**src/design/irq_flags_pkg.sv**
```systemverilog
// package: offsets, bit positions and reset values of the interrupt block
package irq_flags_pkg;
    localparam int          ADDR_W          = 8;
    localparam int          DATA_W          = 32;
    localparam logic [7:0]  OFF_CONTROL     = 8'h08;
    localparam logic [7:0]  OFF_IRQ_STATUS  = 8'h0C;
    localparam logic [7:0]  OFF_IRQ_MASK    = 8'h10;
    localparam logic [7:0]  OFF_DIAG        = 8'h20;
    localparam int          BIT_SUMMARY     = 0;
    localparam int          BIT_PHY_EVENT   = 1;
    localparam int          BIT_PHY_REGVAL  = 2;
    localparam int          BIT_BUS_RESET   = 3;
    localparam int          BIT_SELFID_DONE = 4;
    localparam int          BIT_TX_IDLE     = 5;
    localparam int          BIT_RX_BLOCK    = 6;
    localparam int          BIT_REMOTE_RST  = 7;
    localparam int          BIT_ISO_BADFMT  = 11;
    localparam int          BIT_ASYNC_BADFMT = 12;
    localparam int          BIT_CTL_SELFID  = 1;
    localparam int          BIT_CTL_TRIGGER = 2;
    localparam int          BIT_DIAG_WRITE  = 0;
    // event bits that exist; reserved positions stay out
    localparam logic [31:0] IMPLEMENTED     = 32'h0000_18FE;
    localparam logic [31:0] MASK_RESET      = 32'h0000_0000;
    localparam logic [31:0] STATUS_RESET    = 32'h0000_0000;
    localparam logic [31:0] CONTROL_RESET   = 32'h0000_0000;
    localparam logic [31:0] DIAG_RESET      = 32'h0000_0000;

    typedef struct packed {
        logic [ADDR_W-1:0] addr;
        logic [DATA_W-1:0] wdata;
        logic              wr;
        logic              rd;
    } reg_req_t;

    typedef struct packed {
        logic phy_event;
        logic phy_regval;
        logic bus_reset_begin;
        logic bus_reset_done;
        logic tx_idle;
        logic rx_block;
        logic remote_reset;
        logic iso_badfmt;
        logic async_badfmt;
    } link_events_t;
endpackage

```
**src/design/serial_bus_link_interrupt_flags.sv**
```systemverilog
// interrupt status, mask and summary logic of the serial-bus link layer
//
// The placing of the registers and the address-and-strobe port were chosen for this implementation.
module serial_bus_link_interrupt_flags (
    input  wire logic                            i_ref_clk,
    input  wire logic                            i_reset_n,
    input  wire irq_flags_pkg::reg_req_t         i_req,
    output logic [irq_flags_pkg::DATA_W-1:0]     o_rdata,
    input  wire irq_flags_pkg::link_events_t     i_events,
    input  wire logic                            i_selfid_stored,
    output logic                                 o_selfid_capture_enable,
    output logic                                 o_trigger_mode_enable,
    output logic                                 o_irq
);
    import irq_flags_pkg::*;

    // progress of one serial bus reset, gray coded along the usual path
    typedef enum logic [1:0] {
        RST_IDLE        = 2'b00,
        RST_ACTIVE      = 2'b01,
        RST_WAIT_STORED = 2'b11
    } bus_reset_state_t;

    // register state and its next values
    bus_reset_state_t rst_state;
    bus_reset_state_t next_rst_state;
    logic [31:0]      mask;
    logic [31:0]      next_mask;
    logic [31:0]      control;
    logic [31:0]      next_control;
    logic [31:0]      diag;
    logic [31:0]      next_diag;
    logic [31:0]      rdata;
    logic [31:0]      next_rdata;
    logic             summary_bit;
    logic             next_summary_bit;
    logic             rx_pending;
    logic             next_rx_pending;

    // decoded strobes and combined views
    logic [31:0]      status;
    logic [31:0]      set_vec;
    logic             status_wr;
    logic             mask_wr;
    logic             control_wr;
    logic             diag_wr;
    logic             diag_mode;
    logic             selfid_ready;
    logic             selfid_set;
    logic             rx_hold;
    logic             summary;

    // true when the request addresses the given register
    function automatic logic hit(input reg_req_t r, input logic [7:0] off);
        hit = (r.addr == off);
    endfunction

    // true for a write strobe to the given register
    function automatic logic write_to(input reg_req_t   r,
                                      input logic [7:0] off);
        write_to = r.wr && hit(r, off);
    endfunction

    // next value of one event flag: software write first, then the event,
    // so that an event in the clearing cycle is not lost
    function automatic logic flag_next(input logic cur,
                                       input logic wr_en,
                                       input logic wr_bit,
                                       input logic writable,
                                       input logic set);
        logic after_wr;
        if (!wr_en) begin
            after_wr = cur;
        end else if (writable) begin
            after_wr = wr_bit;
        end else begin
            after_wr = cur & ~wr_bit;
        end
        flag_next = after_wr | set;
    endfunction

    assign status_wr    = write_to(i_req, OFF_IRQ_STATUS);
    assign mask_wr      = write_to(i_req, OFF_IRQ_MASK);
    assign control_wr   = write_to(i_req, OFF_CONTROL);
    assign diag_wr      = write_to(i_req, OFF_DIAG);
    assign diag_mode    = diag[BIT_DIAG_WRITE];
    // with capture off nothing has to be waited for
    assign selfid_ready = !control[BIT_CTL_SELFID] || i_selfid_stored;
    assign rx_hold      = (rst_state != RST_IDLE) && !selfid_set;

    always_comb begin
        next_rst_state = rst_state;
        selfid_set     = 1'b0;
        case (rst_state)
            RST_IDLE: begin
                if (i_events.bus_reset_begin) begin
                    next_rst_state = RST_ACTIVE;
                end
            end
            RST_ACTIVE: begin
                if (i_events.bus_reset_done) begin
                    if (selfid_ready) begin
                        selfid_set     = 1'b1;
                        next_rst_state = RST_IDLE;
                    end else begin
                        next_rst_state = RST_WAIT_STORED;
                    end
                end
            end
            RST_WAIT_STORED: begin
                // capture on: wait until every self-ID packet is stored
                if (i_events.bus_reset_begin) begin
                    next_rst_state = RST_ACTIVE;
                end else if (selfid_ready) begin
                    selfid_set     = 1'b1;
                    next_rst_state = RST_IDLE;
                end
            end
            default: begin
                next_rst_state = RST_IDLE;
            end
        endcase
    end

    // state register of the bus reset tracker
    always_ff @(posedge i_ref_clk or negedge i_reset_n) begin
        if (!i_reset_n) begin
            rst_state <= RST_IDLE;
        end else begin
            rst_state <= next_rst_state;
        end
    end

    // receive block held off during bus reset
    always_comb begin
        next_rx_pending = rx_pending;
        if (rx_hold) begin
            if (i_events.rx_block) begin
                next_rx_pending = 1'b1;
            end
        end else begin
            next_rx_pending = 1'b0;
        end
    end

    always_ff @(posedge i_ref_clk or negedge i_reset_n) begin
        if (!i_reset_n) begin
            rx_pending <= 1'b0;
        end else begin
            rx_pending <= next_rx_pending;
        end
    end

    // one set request per event bit
    always_comb begin
        set_vec = 32'h0000_0000;
        set_vec[BIT_PHY_EVENT]    = i_events.phy_event;
        set_vec[BIT_PHY_REGVAL]   = i_events.phy_regval;
        set_vec[BIT_BUS_RESET]    = i_events.bus_reset_begin;
        set_vec[BIT_SELFID_DONE]  = selfid_set;
        set_vec[BIT_TX_IDLE]      = i_events.tx_idle;
        set_vec[BIT_RX_BLOCK]     = !rx_hold &&
                                    (i_events.rx_block || rx_pending);
        set_vec[BIT_REMOTE_RST]   = i_events.remote_reset;
        set_vec[BIT_ISO_BADFMT]   = i_events.iso_badfmt;
        set_vec[BIT_ASYNC_BADFMT] = i_events.async_badfmt;
    end

    for (genvar b = 1; b < 32; b++) begin : g_flag
        if (IMPLEMENTED[b]) begin : g_used
            logic flag;
            logic next_flag;
            always_comb begin
                next_flag = flag_next(flag, status_wr, i_req.wdata[b],
                                      diag_mode, set_vec[b]);
            end
            always_ff @(posedge i_ref_clk or negedge i_reset_n) begin
                if (!i_reset_n) begin
                    flag <= STATUS_RESET[b];
                end else begin
                    flag <= next_flag;
                end
            end
            assign status[b] = flag;
        end else begin : g_reserved
            assign status[b] = 1'b0;
        end
    end

    // summary bit writable in diag mode, for one cycle
    always_comb begin
        next_summary_bit = 1'b0;
        if (status_wr && diag_mode) begin
            next_summary_bit = i_req.wdata[BIT_SUMMARY];
        end
    end

    always_ff @(posedge i_ref_clk or negedge i_reset_n) begin
        if (!i_reset_n) begin
            summary_bit <= STATUS_RESET[BIT_SUMMARY];
        end else begin
            summary_bit <= next_summary_bit;
        end
    end

    // the stored bit only adds to the live summary, never replaces it
    assign status[BIT_SUMMARY] = summary_bit;

    assign summary = |(status & mask & IMPLEMENTED);

    always_comb begin
        next_mask    = mask;
        next_control = control;
        next_diag    = diag;
        if (mask_wr) begin
            next_mask = i_req.wdata;
        end
        if (control_wr) begin
            next_control = i_req.wdata;
        end
        if (diag_wr) begin
            next_diag = i_req.wdata;
        end
    end

    always_ff @(posedge i_ref_clk or negedge i_reset_n) begin
        if (!i_reset_n) begin
            mask    <= MASK_RESET;
            control <= CONTROL_RESET;
            diag    <= DIAG_RESET;
        end else begin
            mask    <= next_mask;
            control <= next_control;
            diag    <= next_diag;
        end
    end

    // read data stands only in the cycle after the read strobe
    always_comb begin
        next_rdata = 32'h0000_0000;
        if (i_req.rd) begin
            case (i_req.addr)
                OFF_IRQ_STATUS: begin
                    next_rdata = (status & IMPLEMENTED)
                               | {31'h0000_0000, summary | summary_bit};
                end
                OFF_IRQ_MASK: begin
                    next_rdata = mask;
                end
                OFF_CONTROL: begin
                    next_rdata = control;
                end
                OFF_DIAG: begin
                    next_rdata = diag;
                end
                default: begin
                    next_rdata = 32'h0000_0000;
                end
            endcase
        end
    end

    always_ff @(posedge i_ref_clk or negedge i_reset_n) begin
        if (!i_reset_n) begin
            rdata <= 32'h0000_0000;
        end else begin
            rdata <= next_rdata;
        end
    end

    assign o_rdata                 = rdata;
    assign o_selfid_capture_enable = control[BIT_CTL_SELFID];
    assign o_trigger_mode_enable   = control[BIT_CTL_TRIGGER];
    assign o_irq = (summary | summary_bit) & mask[BIT_SUMMARY];
endmodule

```
**config.mk**
```make
export PLATFORM = sky130hd
export DESIGN_NAME = serial_bus_link_interrupt_flags
export DESIGN_NICKNAME = d
export VERILOG_FILES = /design/src/design/irq_flags_pkg.sv /design/src/design/serial_bus_link_interrupt_flags.sv
export SDC_FILE = /design/constraint.sdc
export NUM_CORES = 1
export LEC_CHECK = 0
export BUFFER_PORTS_ARGS = -buffer_cell sky130_fd_sc_hd__buf_2
export CORE_ASPECT_RATIO = 1.25
export CORE_MARGIN = 2
export CORE_UTILIZATION = 35
export DETAILED_ROUTE_END_ITERATION = 16
export PLACE_DENSITY = 0.55
export SETUP_SLACK_MARGIN = 0.05
export SYNTH_ARGS = -nofsm -noshare
export SYNTH_HDL_FRONTEND = slang
export SYNTH_SLANG_ARGS = --single-unit
```
**constraint.sdc**
```tcl
create_clock -name i_ref_clk -period 1.55 [get_ports i_ref_clk]
set_input_delay 0.155 -clock i_ref_clk [delete_from_list [all_inputs] [get_ports i_ref_clk]]
set_output_delay 0.155 -clock i_ref_clk [all_outputs]
set_load 0.005 [all_outputs]
```
# --- Yosys cells after proc, flatten, opt, wreduce, memory -nomap -nowiden ---
# Cells that the tools add are included.
word_totals:
  ff_bits: 141
  latch_bits: 0
  mem_bits_rw: 0
  mem_bits_ro: 0
  input_bits: 54
  output_inout_bits: 35
  elab_cells: 106
  memories: 0
op_classes:
  add_sub_neg: 0
  n_mul: 0
  div: 0
  order_cmp: 0
  n_eq_ne: 10
  shift: 0
  mux: 33
  n_bitwise: 31
  reduce_logical: 16
op_table:
  columns: ["cell", "count"]
  rows:
  - ["32-bit one-hot mux with 4 select lines", 1]
  - ["32-bit 2-to-1 mux", 1]
  - ["1-bit 2-to-1 mux", 24]
  - ["8-bit by 4-bit equality test with 1-bit output, second input constant", 2]
  - ["13-bit AND", 1]
  - ["13-bit by 1-bit bitwise OR with 13-bit output", 1]
  - ["1-bit AND", 10]
  - ["2-bit 2-to-1 mux", 5]
  - ["1-bit bitwise OR", 10]
  - ["1-bit inverter", 9]
  - ["9-bit OR reduction", 1]
  - ["8-bit by 5-bit equality test with 1-bit output, second input constant", 1]
  - ["8-bit by 6-bit equality test with 1-bit output, second input constant", 1]
  - ["1-bit logical AND", 7]
  - ["2-bit inequality test, second input constant", 3]
  - ["2-bit one-hot mux with 3 select lines", 1]
  - ["1-bit logical NOT", 3]
  - ["3-bit inequality test, second input constant", 1]
  - ["3-bit AND reduction", 1]
  - ["2-bit by 1-bit equality test with 1-bit output, second input constant", 1]
  - ["2-bit equality test, second input constant", 1]
  - ["2-bit logical NOT", 1]
  - ["1-bit logical OR", 2]
  - ["1-bit one-hot mux with 2 select lines", 1]
  - ["2-bit nonzero test", 1]

# --- Depth between registers and ports, before layout ---
# Gate-level depths: netlist (run 1).
depth:
  depth_word: 10
  ltp_mapped: 6
  depth_no_buf: 4

# --- Worst setup path after synthesis (run 1) ---
# Ideal clock, no wire load.
synth_path:
  path_type: "input port to flip-flop"
  start: "in i_req[39] (netlist bit)"
  end: "reg control[0]"
  setup_ns: 0.125
  arrival_time_ns: 1.695
  required_time_ns: 1.425
  setup_slack_ns: -0.271
  path_stages: 6
  n_path_buf: 3
  cell_sequence: "or3_1 > buf_2 > or4_1 > buf_2 > buf_6 > mux2_4"
synth_between:
  elab_chain_cells: 2
synth_lines:
  columns: ["item", "line", "source"]
  rows:
  - ["start, declared", "serial_bus_link_interrupt_flags.sv:7", "input wire irq_flags_pkg::reg_req_t i_req,"]
  - ["8-bit by 4-bit equality test with 1-bit output", "serial_bus_link_interrupt_flags.sv:55", "hit = (r.addr == off);"]
  - ["1-bit logical AND", "serial_bus_link_interrupt_flags.sv:61", "write_to = r.wr && hit(r, off);"]
  - ["end signal, assigned", "serial_bus_link_interrupt_flags.sv:233", "control <= next_control;"]
  - ["end, declared", "serial_bus_link_interrupt_flags.sv:29", "logic [31:0] control;"]
# No other way between the ends.
# A chain may end at the register's enable or synchronous reset.

# --- Worst setup path in the final report (run 1) ---
layout_path:
  start: "reg g_flag[12].g_used.flag"
  end: "out o_irq"
layout_between:
  elab_chain_cells: 4
layout_lines:
  columns: ["item", "line", "source"]
  rows:
  - ["start, declared", "serial_bus_link_interrupt_flags.sv:171", "logic flag;"]
  - ["start signal, assigned", "serial_bus_link_interrupt_flags.sv:179", "flag <= STATUS_RESET[b];"]
  - ["start signal, assigned", "serial_bus_link_interrupt_flags.sv:181", "flag <= next_flag;"]
  - ["13-bit AND", "serial_bus_link_interrupt_flags.sv:209", "assign summary = |(status & mask & IMPLEMENTED);"]
  - ["9-bit OR reduction", "serial_bus_link_interrupt_flags.sv:209", null]
  - ["1-bit bitwise OR", "serial_bus_link_interrupt_flags.sv:274", "assign o_irq = (summary | summary_bit) & mask[BIT_SUMMARY];"]
  - ["1-bit AND", "serial_bus_link_interrupt_flags.sv:274", null]
  - ["end, declared", "serial_bus_link_interrupt_flags.sv:13", "output logic o_irq"]
# No other way between the ends.

==> flow_summary.ini, run 1 <==
[cells_and_area]
syn_to_final_growth_pct = 40.6
post-route-util_pct = 50.4
antenna_cells = 0
fin_nets = 656
drive_above_1_share_pct = 50.1
fillerInstances = 1531
multi_input_area_um2 = 2500
register_area_um2 = 3530
instances_no_fill = 835

[setup_path]
startpoint_type = flop
critical_path.top_delay_family = compound AO/OA/AOI/OAI gates
arrival_ns = 1.55
max_stage_delay_ns = 0.41
critPathMaxFanout = 2
cp_num_buf_inv = 1
path_cells = a22oi_1 > nand2_1 > o31a_1 > buf_2
crit_slowest_cell = dfrtp_1
setup.worst_path.end_class = primary output
critPathRequiredTime_ns = 1.39
critPathKind = flop to primary output

[global_routing]
antenna_found_initial = 0
grt_pass1_vias = 4585
grt_overflow = 0
grt_max_degree = 52
grt_pass1_wl_um = 25400
gr-usage-all-layers_pct = 18.3

[drt]
wl_per_cell_um = 19.5
drc = 0
ant_nets = 0
drtPass1Iterations = 5
drt-vias-per-instance = 5.27
dr_total_vias = 4398
routed_wl_um = 16300
drtIter0Drc = 219

[timing]
fmax_mhz = 585
tns_ns = -0.322
maxSlewViolCount = 0
timing.final.ws_setup_ns = -0.160
min_period_ns = 1.71
rsz0062_at_grt = true
setup_violations = 10
worst_slew_pin_slew_ns = 0.482
max-slew-margin-rel_pct = 67.8
clock_skew_ns = 0.0108
fin_crit_sh_pct = 110
hold_viol = 0

[power]
p_clk_share_pct = 48.0
p_comb_share_pct = 7.3
switching_share_pct = 22.5
leakagePower_nw = 4.12
p_seq_share_pct = 44.7
peakVddDrop_v = 0.000763
switching_power_w = 0.00195
power_w = 0.00870
internal_power_w = 0.00675
p_per_area_nw_per_um2 = 1030

[floorplan]
initial_utilization_pct = 35.8
core_area_um2 = 16800
dieWidth_um = 121
rows = 53
ios = 89
die-area_um2 = 18300
die_h_um = 151

[clocking]
clk_latency_ns = 0.42
cts-buffers-inserted = 17
cts_tree = yes
cts.htree.levels = 4
cts.clk_slew.worst_paths_ns = 0.06
clockBufferDepth = 2
numClockSinks = 141
clockRootBuffer = clkbuf_16

[synth]
syn_inst = 434
syn_area_per_cell_um2 = 13.9
netlist_area_um2 = 6030
ys_seq_elements = 141
synth_fp_nets = 488
seq_area_frac_synth_pct = 58.5
ys_types = 35
yosys_warnings = 0

[run]
drv_cap = 0

[run_status]
violations = negative setup slack
status = finished, violations left

[place]
gp_congestion = 0.711
dpl.hpwl_um = 10000
io_buffers = 88
place_inst = 764

[min_path]
min_path_type = input port to flop
==> worst paths after layout <==
| path | endpoint | slack, ns | cells past startpoint | startpoint |
|---|---|---|---|---|
| max in group asynchronous | control[29]$_DFFE_PN0P_ | 0.76 | 3 | i_reset_n |
| max | o_irq | -0.16 | 4 | g_flag[12].g_used.flag$_DFF_PN0_ |
| max reg2reg | o_rdata[0]$_DFF_PN0_ | 0.22 | 4 | diag[0]$_DFFE_PN0P_ |
| min in group asynchronous | mask[27]$_DFFE_PN0P_ | 0.20 | 2 | i_reset_n |
| min reg2reg | rst_state[0]$_DFFE_PN0P_ | 0.50 | 1 | rst_state[1]$_DFFE_PN0P_ |
| min | diag[30]$_DFFE_PN0P_ | 0.007 | 2 | i_req[32] |
==> cells by family (layout without fill, tap and decap cells) <==
group | Yosys count | in the layout | share of synthesized area, %
AO/OA/AOI/OAI | 107 | 108 | 13.9
flip-flops | 141 | 141 | 58.5
multiplexers | 96 | 96 | 19.8
buffers and inverters | 36 | 216 | 2.72
AND/OR/NAND/NOR | 54 | 54 | 5.08
==> cells in the mapped netlist (all sizes together) <==
library cell	instances	area, um2
a211oi	12	90.1
a21boi	1	7.51
a21o	1	7.51
a21oi	1	5.00
a221o	9	90.1
a22o	32	280
a22oi	36	270
a2bb2oi	1	8.76
and2	1	6.26
and3	1	6.26
buf	8	58.8
clkbuf	24	90.1
dfrtp	141	3530
inv	4	15.0
mux2	96	1190
nand2	12	45.0
nand2b	3	18.8
nand3	2	10.0
nor2	2	7.51
nor2b	1	6.26
nor3	25	130
nor4	2	18.8
nor4b	2	30.0
o21ai	10	50.1
o22a	1	8.76
o22ai	1	6.26
o31a	1	8.76
o31ai	1	7.51
or3	1	6.26
or4	1	7.51
or4b	1	13.8
==> cells in the final DEF (no fill, tap or decap), types with 2 or more instances in the layout <==
cell type and count:
buf_6 8, a211oi_1 10, buf_12 22, dfrtp_1 141, mux2_2 64, nand2b_1 3
buf_16 2, nand3_2 2, nor2_1 2, bufinv_16 3, a221o_1 9, nor3_2 4
dlygate4sd3_1 23, o21ai_2 5, a211oi_2 2, inv_1 4, clkbuf_16 18, nor4_4 2
buf_2 85, nor3_1 21, a22oi_2 3, a22o_1 32, clkbuf_1 3, nand2_1 11
a22oi_1 33, buf_4 39, inv_6 5, nor4b_4 2, mux2_4 32, o21ai_1 4
==> cell type report <==
| class | instances | share of cell area, % |
|---|---|---|
| Inverter | 4 | 0.177 |
| Clock inverter | 11 | 1.83 |
| Timing Repair Buffer | 180 | 18.4 |
| Tap cell | 220 | 3.24 |
| Clock buffer | 21 | 5.31 |
| Multi-Input combinational cell | 258 | 29.5 |
| Sequential cell | 141 | 41.6 |
==> timing repair <==
| item | CTS | global route |
|---|---|---|
| pin swaps | 3 | 6 |
| endpoints found under the setup margin | 46 | 57 |
| endpoints found under the hold margin | 61 | 2 |
| hold buffers | 21 | 2 |
| buffers inserted | 7 | 4 |
| gates cloned | 3 | 2 |
| gates resized for setup | 12 | 28 |
==> metrics by stage <==
stage | cell area, um2 | hold slack (ns) | setup slack, ns
global placement | 7350 | 0.0931 | -0.534
detailed placement | 7350 | 0.0882 | -0.564
CTS | 8320 | 0.000413 | -0.175
floorplan | 6050 | -0.141 | -0.271
global route | 8480 | 0.00183 | -0.184
finish | 8480 | 0.00700 | -0.160
==> power by group through the flow <==
stage | clock network [W] | registers [W] | logic, W
after floorplan | 0 | 0.00393 | 0.000225
after global placement | 0 | 0.00394 | 0.000549
after detailed placement | 0 | 0.00395 | 0.000569
after CTS | 0.00425 | 0.00389 | 0.000623
after global routing | 0.00443 | 0.00390 | 0.000696
final | 0.00417 | 0.00389 | 0.000637
==> flip-flops by register name, summed over array words and instances, names as in the netlist <==
register            count
mask                   32
rst_state               2
g_flag.g_used.flag      9
diag                   32
o_rdata                32
control                32
rx_pending              1
summary_bit             1
==> worst reg2reg max path, delay by kind of cell, from the launching register on <==
family,cells,cell delay (ns)
flip-flops,1,0.50
buffers and inverters,1,0.26
AO/OA/AOI/OAI,3,0.48
==> metal layers <==
layer | vias up | share of wire [%] | routed length (um) | track usage, %
met5 | - | 0 | 0 | 0
met1 | 2275 | 43 | 6950 | 23.0
met2 | 111 | 52 | 8470 | 31.7
met4 | 0 | 1.0 | 163 | 5.80
li1 | 1998 | - | - | -
met3 | 14 | 4.2 | 689 | 3.69
(Power assumes the default switching activity.)
==> inputs of run 2 (changes only) <==
--- a/config.mk
+++ b/config.mk
@@ -5,7 +5,8 @@
 export SDC_FILE = /design/constraint.sdc
 export NUM_CORES = 1
 export LEC_CHECK = 0
-export BUFFER_PORTS_ARGS = -buffer_cell sky130_fd_sc_hd__buf_2
+export BUFFER_PORTS_ARGS = -buffer_cell sky130_fd_sc_hd__buf_4
+export CAP_MARGIN = 15
 export CORE_ASPECT_RATIO = 1.25
 export CORE_MARGIN = 2
 export CORE_UTILIZATION = 35
==> run 2 against run 1 <==
Effect of this change:
- the run still ends with negative setup slack left
- utilization grew 2.9 points
- clock power grew 1%
- first-iteration DRC count is 5.5% lower
- hold slack better by 0.011 ns
- register-to-register slack got worse by 0.04 ns
- critical path type unchanged
- largest cell class unchanged
- highest routed layer unchanged
==> flow_summary.ini, run 2 (same netlist as run 1, synthesis figures left out) <==
[run_status]
violations = negative setup slack
status = finished, violations left

[cells_and_area]
stdcell_area_um2 = 8970
syn_to_final_growth_pct = 48.7
final_common_cell = dfrtp_1
final_cell_mix = dfrtp_1, buf_4, mux2_2, dlygate4sd3_1, a22o_1
drive_above_1_share_pct = 54.1
multi_input_area_um2 = 2670
antenna_cells = 0
fin_nets = 669
register_area_um2 = 3530
fillerInstances = 1457

[timing]
min_period_ns = 1.71
maxSlewViolCount = 0
worst_slew_pin_slew_ns = 0.581
setup_violations = 1
max-slew-margin-rel_pct = 61.2
fmax_mhz = 586
hold_ws_ns = 0.0183
fin_crit_sh_pct = 110
hold_viol = 0
timing.final.ws_setup_ns = -0.156
clock_skew_ns = 0.00573
rsz0062_at_grt = true

[clocking]
cts-buffers-inserted = 17
clockBufferDepth = 2
cts.htree.levels = 4
cts_tree = yes
numClockSinks = 141
clockRootBuffer = clkbuf_16
cts.clk_slew.worst_paths_ns = 0.06
clk_latency_ns = 0.42

[drt]
routed_wl_um = 16400
wl_per_cell_um = 19.4
drc = 0
dr_total_vias = 4388
drtPass1Iterations = 4
ant_nets = 0
drt-vias-per-instance = 5.17
drtIter0Drc = 207

[floorplan]
ios = 89
die_h_um = 151
core_area_um2 = 16800
rows = 53
die-area_um2 = 18300
dieWidth_um = 121
initial_utilization_pct = 35.8

[global_routing]
grt_max_degree = 40
grt_pass1_wl_um = 26400
antenna_found_initial = 0
grt_pass1_vias = 4922
grt_overflow = 0
gr-usage-all-layers_pct = 19.0

[power]
power_w = 0.00884
peakVddDrop_v = 0.000749
p_per_area_nw_per_um2 = 985
leakagePower_nw = 4.27

[setup_path]
setup.worst_path.end_class = primary output
critPathKind = flop to primary output
path_cells = a22oi_1 > nand2_1 > o31a_1 > buf_4
critical_path.top_delay_family = compound AO/OA/AOI/OAI gates
arrival_ns = 1.55
max_stage_delay_ns = 0.40
critPathRequiredTime_ns = 1.39
startpoint_type = flop
critPathMaxFanout = 2
crit_slowest_cell = dfrtp_1
cp_num_buf_inv = 1

[place]
gp_congestion = 0.757
dpl.hpwl_um = 10800
placed_cell_area_um2 = 7570
io_buffers = 88

[run]
drv_cap = 0

[min_path]
min_path_type = input port to flop
[run 2: cell types whose count changed in the layout (fill, tap and decap cells not counted), sizes merged]
cell,before,now
buf,156,157
clkinv,2,3
a2bb2oi,2,1
clkbuf,22,28
inv,9,4
clkinvlp,1,0
dlygate4sd3,23,35
[run 2: per-layer routing]
layer | GRT usage, % | vias up | share of wire, %
met5 | 0 | - | 0
met4 | 6.09 | 0 | 1.0
met3 | 4.10 | 12 | 3.5
met2 | 32.4 | 74 | 51
met1 | 24.1 | 2298 | 44
li1 | - | 2004 | -
[run 2: final timing paths]
path,to,from,cells after the start,slack (ns)
min in group asynchronous,mask[26]$_DFFE_PN0P_,i_reset_n,2,0.20
hold reg to reg,mask[21]$_DFFE_PN0P_,mask[21]$_DFFE_PN0P_,1,0.50
max in group asynchronous,g_flag[12].g_used.flag$_DFF_PN0_,i_reset_n,3,0.69
hold / removal,mask[6]$_DFFE_PN0P_,i_req[8],2,0.02
setup reg to reg,o_rdata[0]$_DFF_PN0_,mask[5]$_DFFE_PN0P_,5,0.18
setup / recovery,o_irq,g_flag[11].g_used.flag$_DFF_PN0_,4,-0.16
[run 2: cell type report]
type                       instances  share of cell area, %
clock inverter                     6                   1.17
tap                              220                   3.07
inverter                           4                  0.167
multi-input combinational        257                   29.7
timing repair buffer             194                   20.9
sequential                       141                   39.3
clock buffer                      26                   5.68
[run 2: where the power goes]
group,internal (W),switching (W),total [W]
sequential,0.00381,0.0000820,0.00389
clock,0.00274,0.00148,0.00422
combinational,0.000401,0.000321,0.000722
total,0.00695,0.00189,0.00884
[run 2: worst reg2reg max path: cells and delay by family (launching register included)]
| kind | cells | cell delay, ns |
|---|---|---|
| and+or+nand+nor | 1 | 0.09 |
| DFF | 1 | 0.40 |
| buffers and inverters | 1 | 0.14 |
| AOI/OAI and AO/OA | 3 | 0.61 |
[run 2: timing repair]
action	CTS	global route
endpoints found under the setup margin	44	32
gates cloned	1	2
endpoints found under the hold margin	178	0
hold buffers	35	0
resized for setup	38	38
setup buffers	7	3
pin swaps	8	18
[run 2: per-stage QoR]
step	utilization, %	std cells	setup TNS, ns	setup slack (ns)
after floorplan	-	434	-8.96	-0.271
after global placement	44.9	768	-38.22	-0.529
after detailed placement	44.9	768	-39.88	-0.559
after CTS	51.7	843	-0.195	-0.179
after global routing	53.3	848	-0.213	-0.200
final	53.3	848	-0.156	-0.156
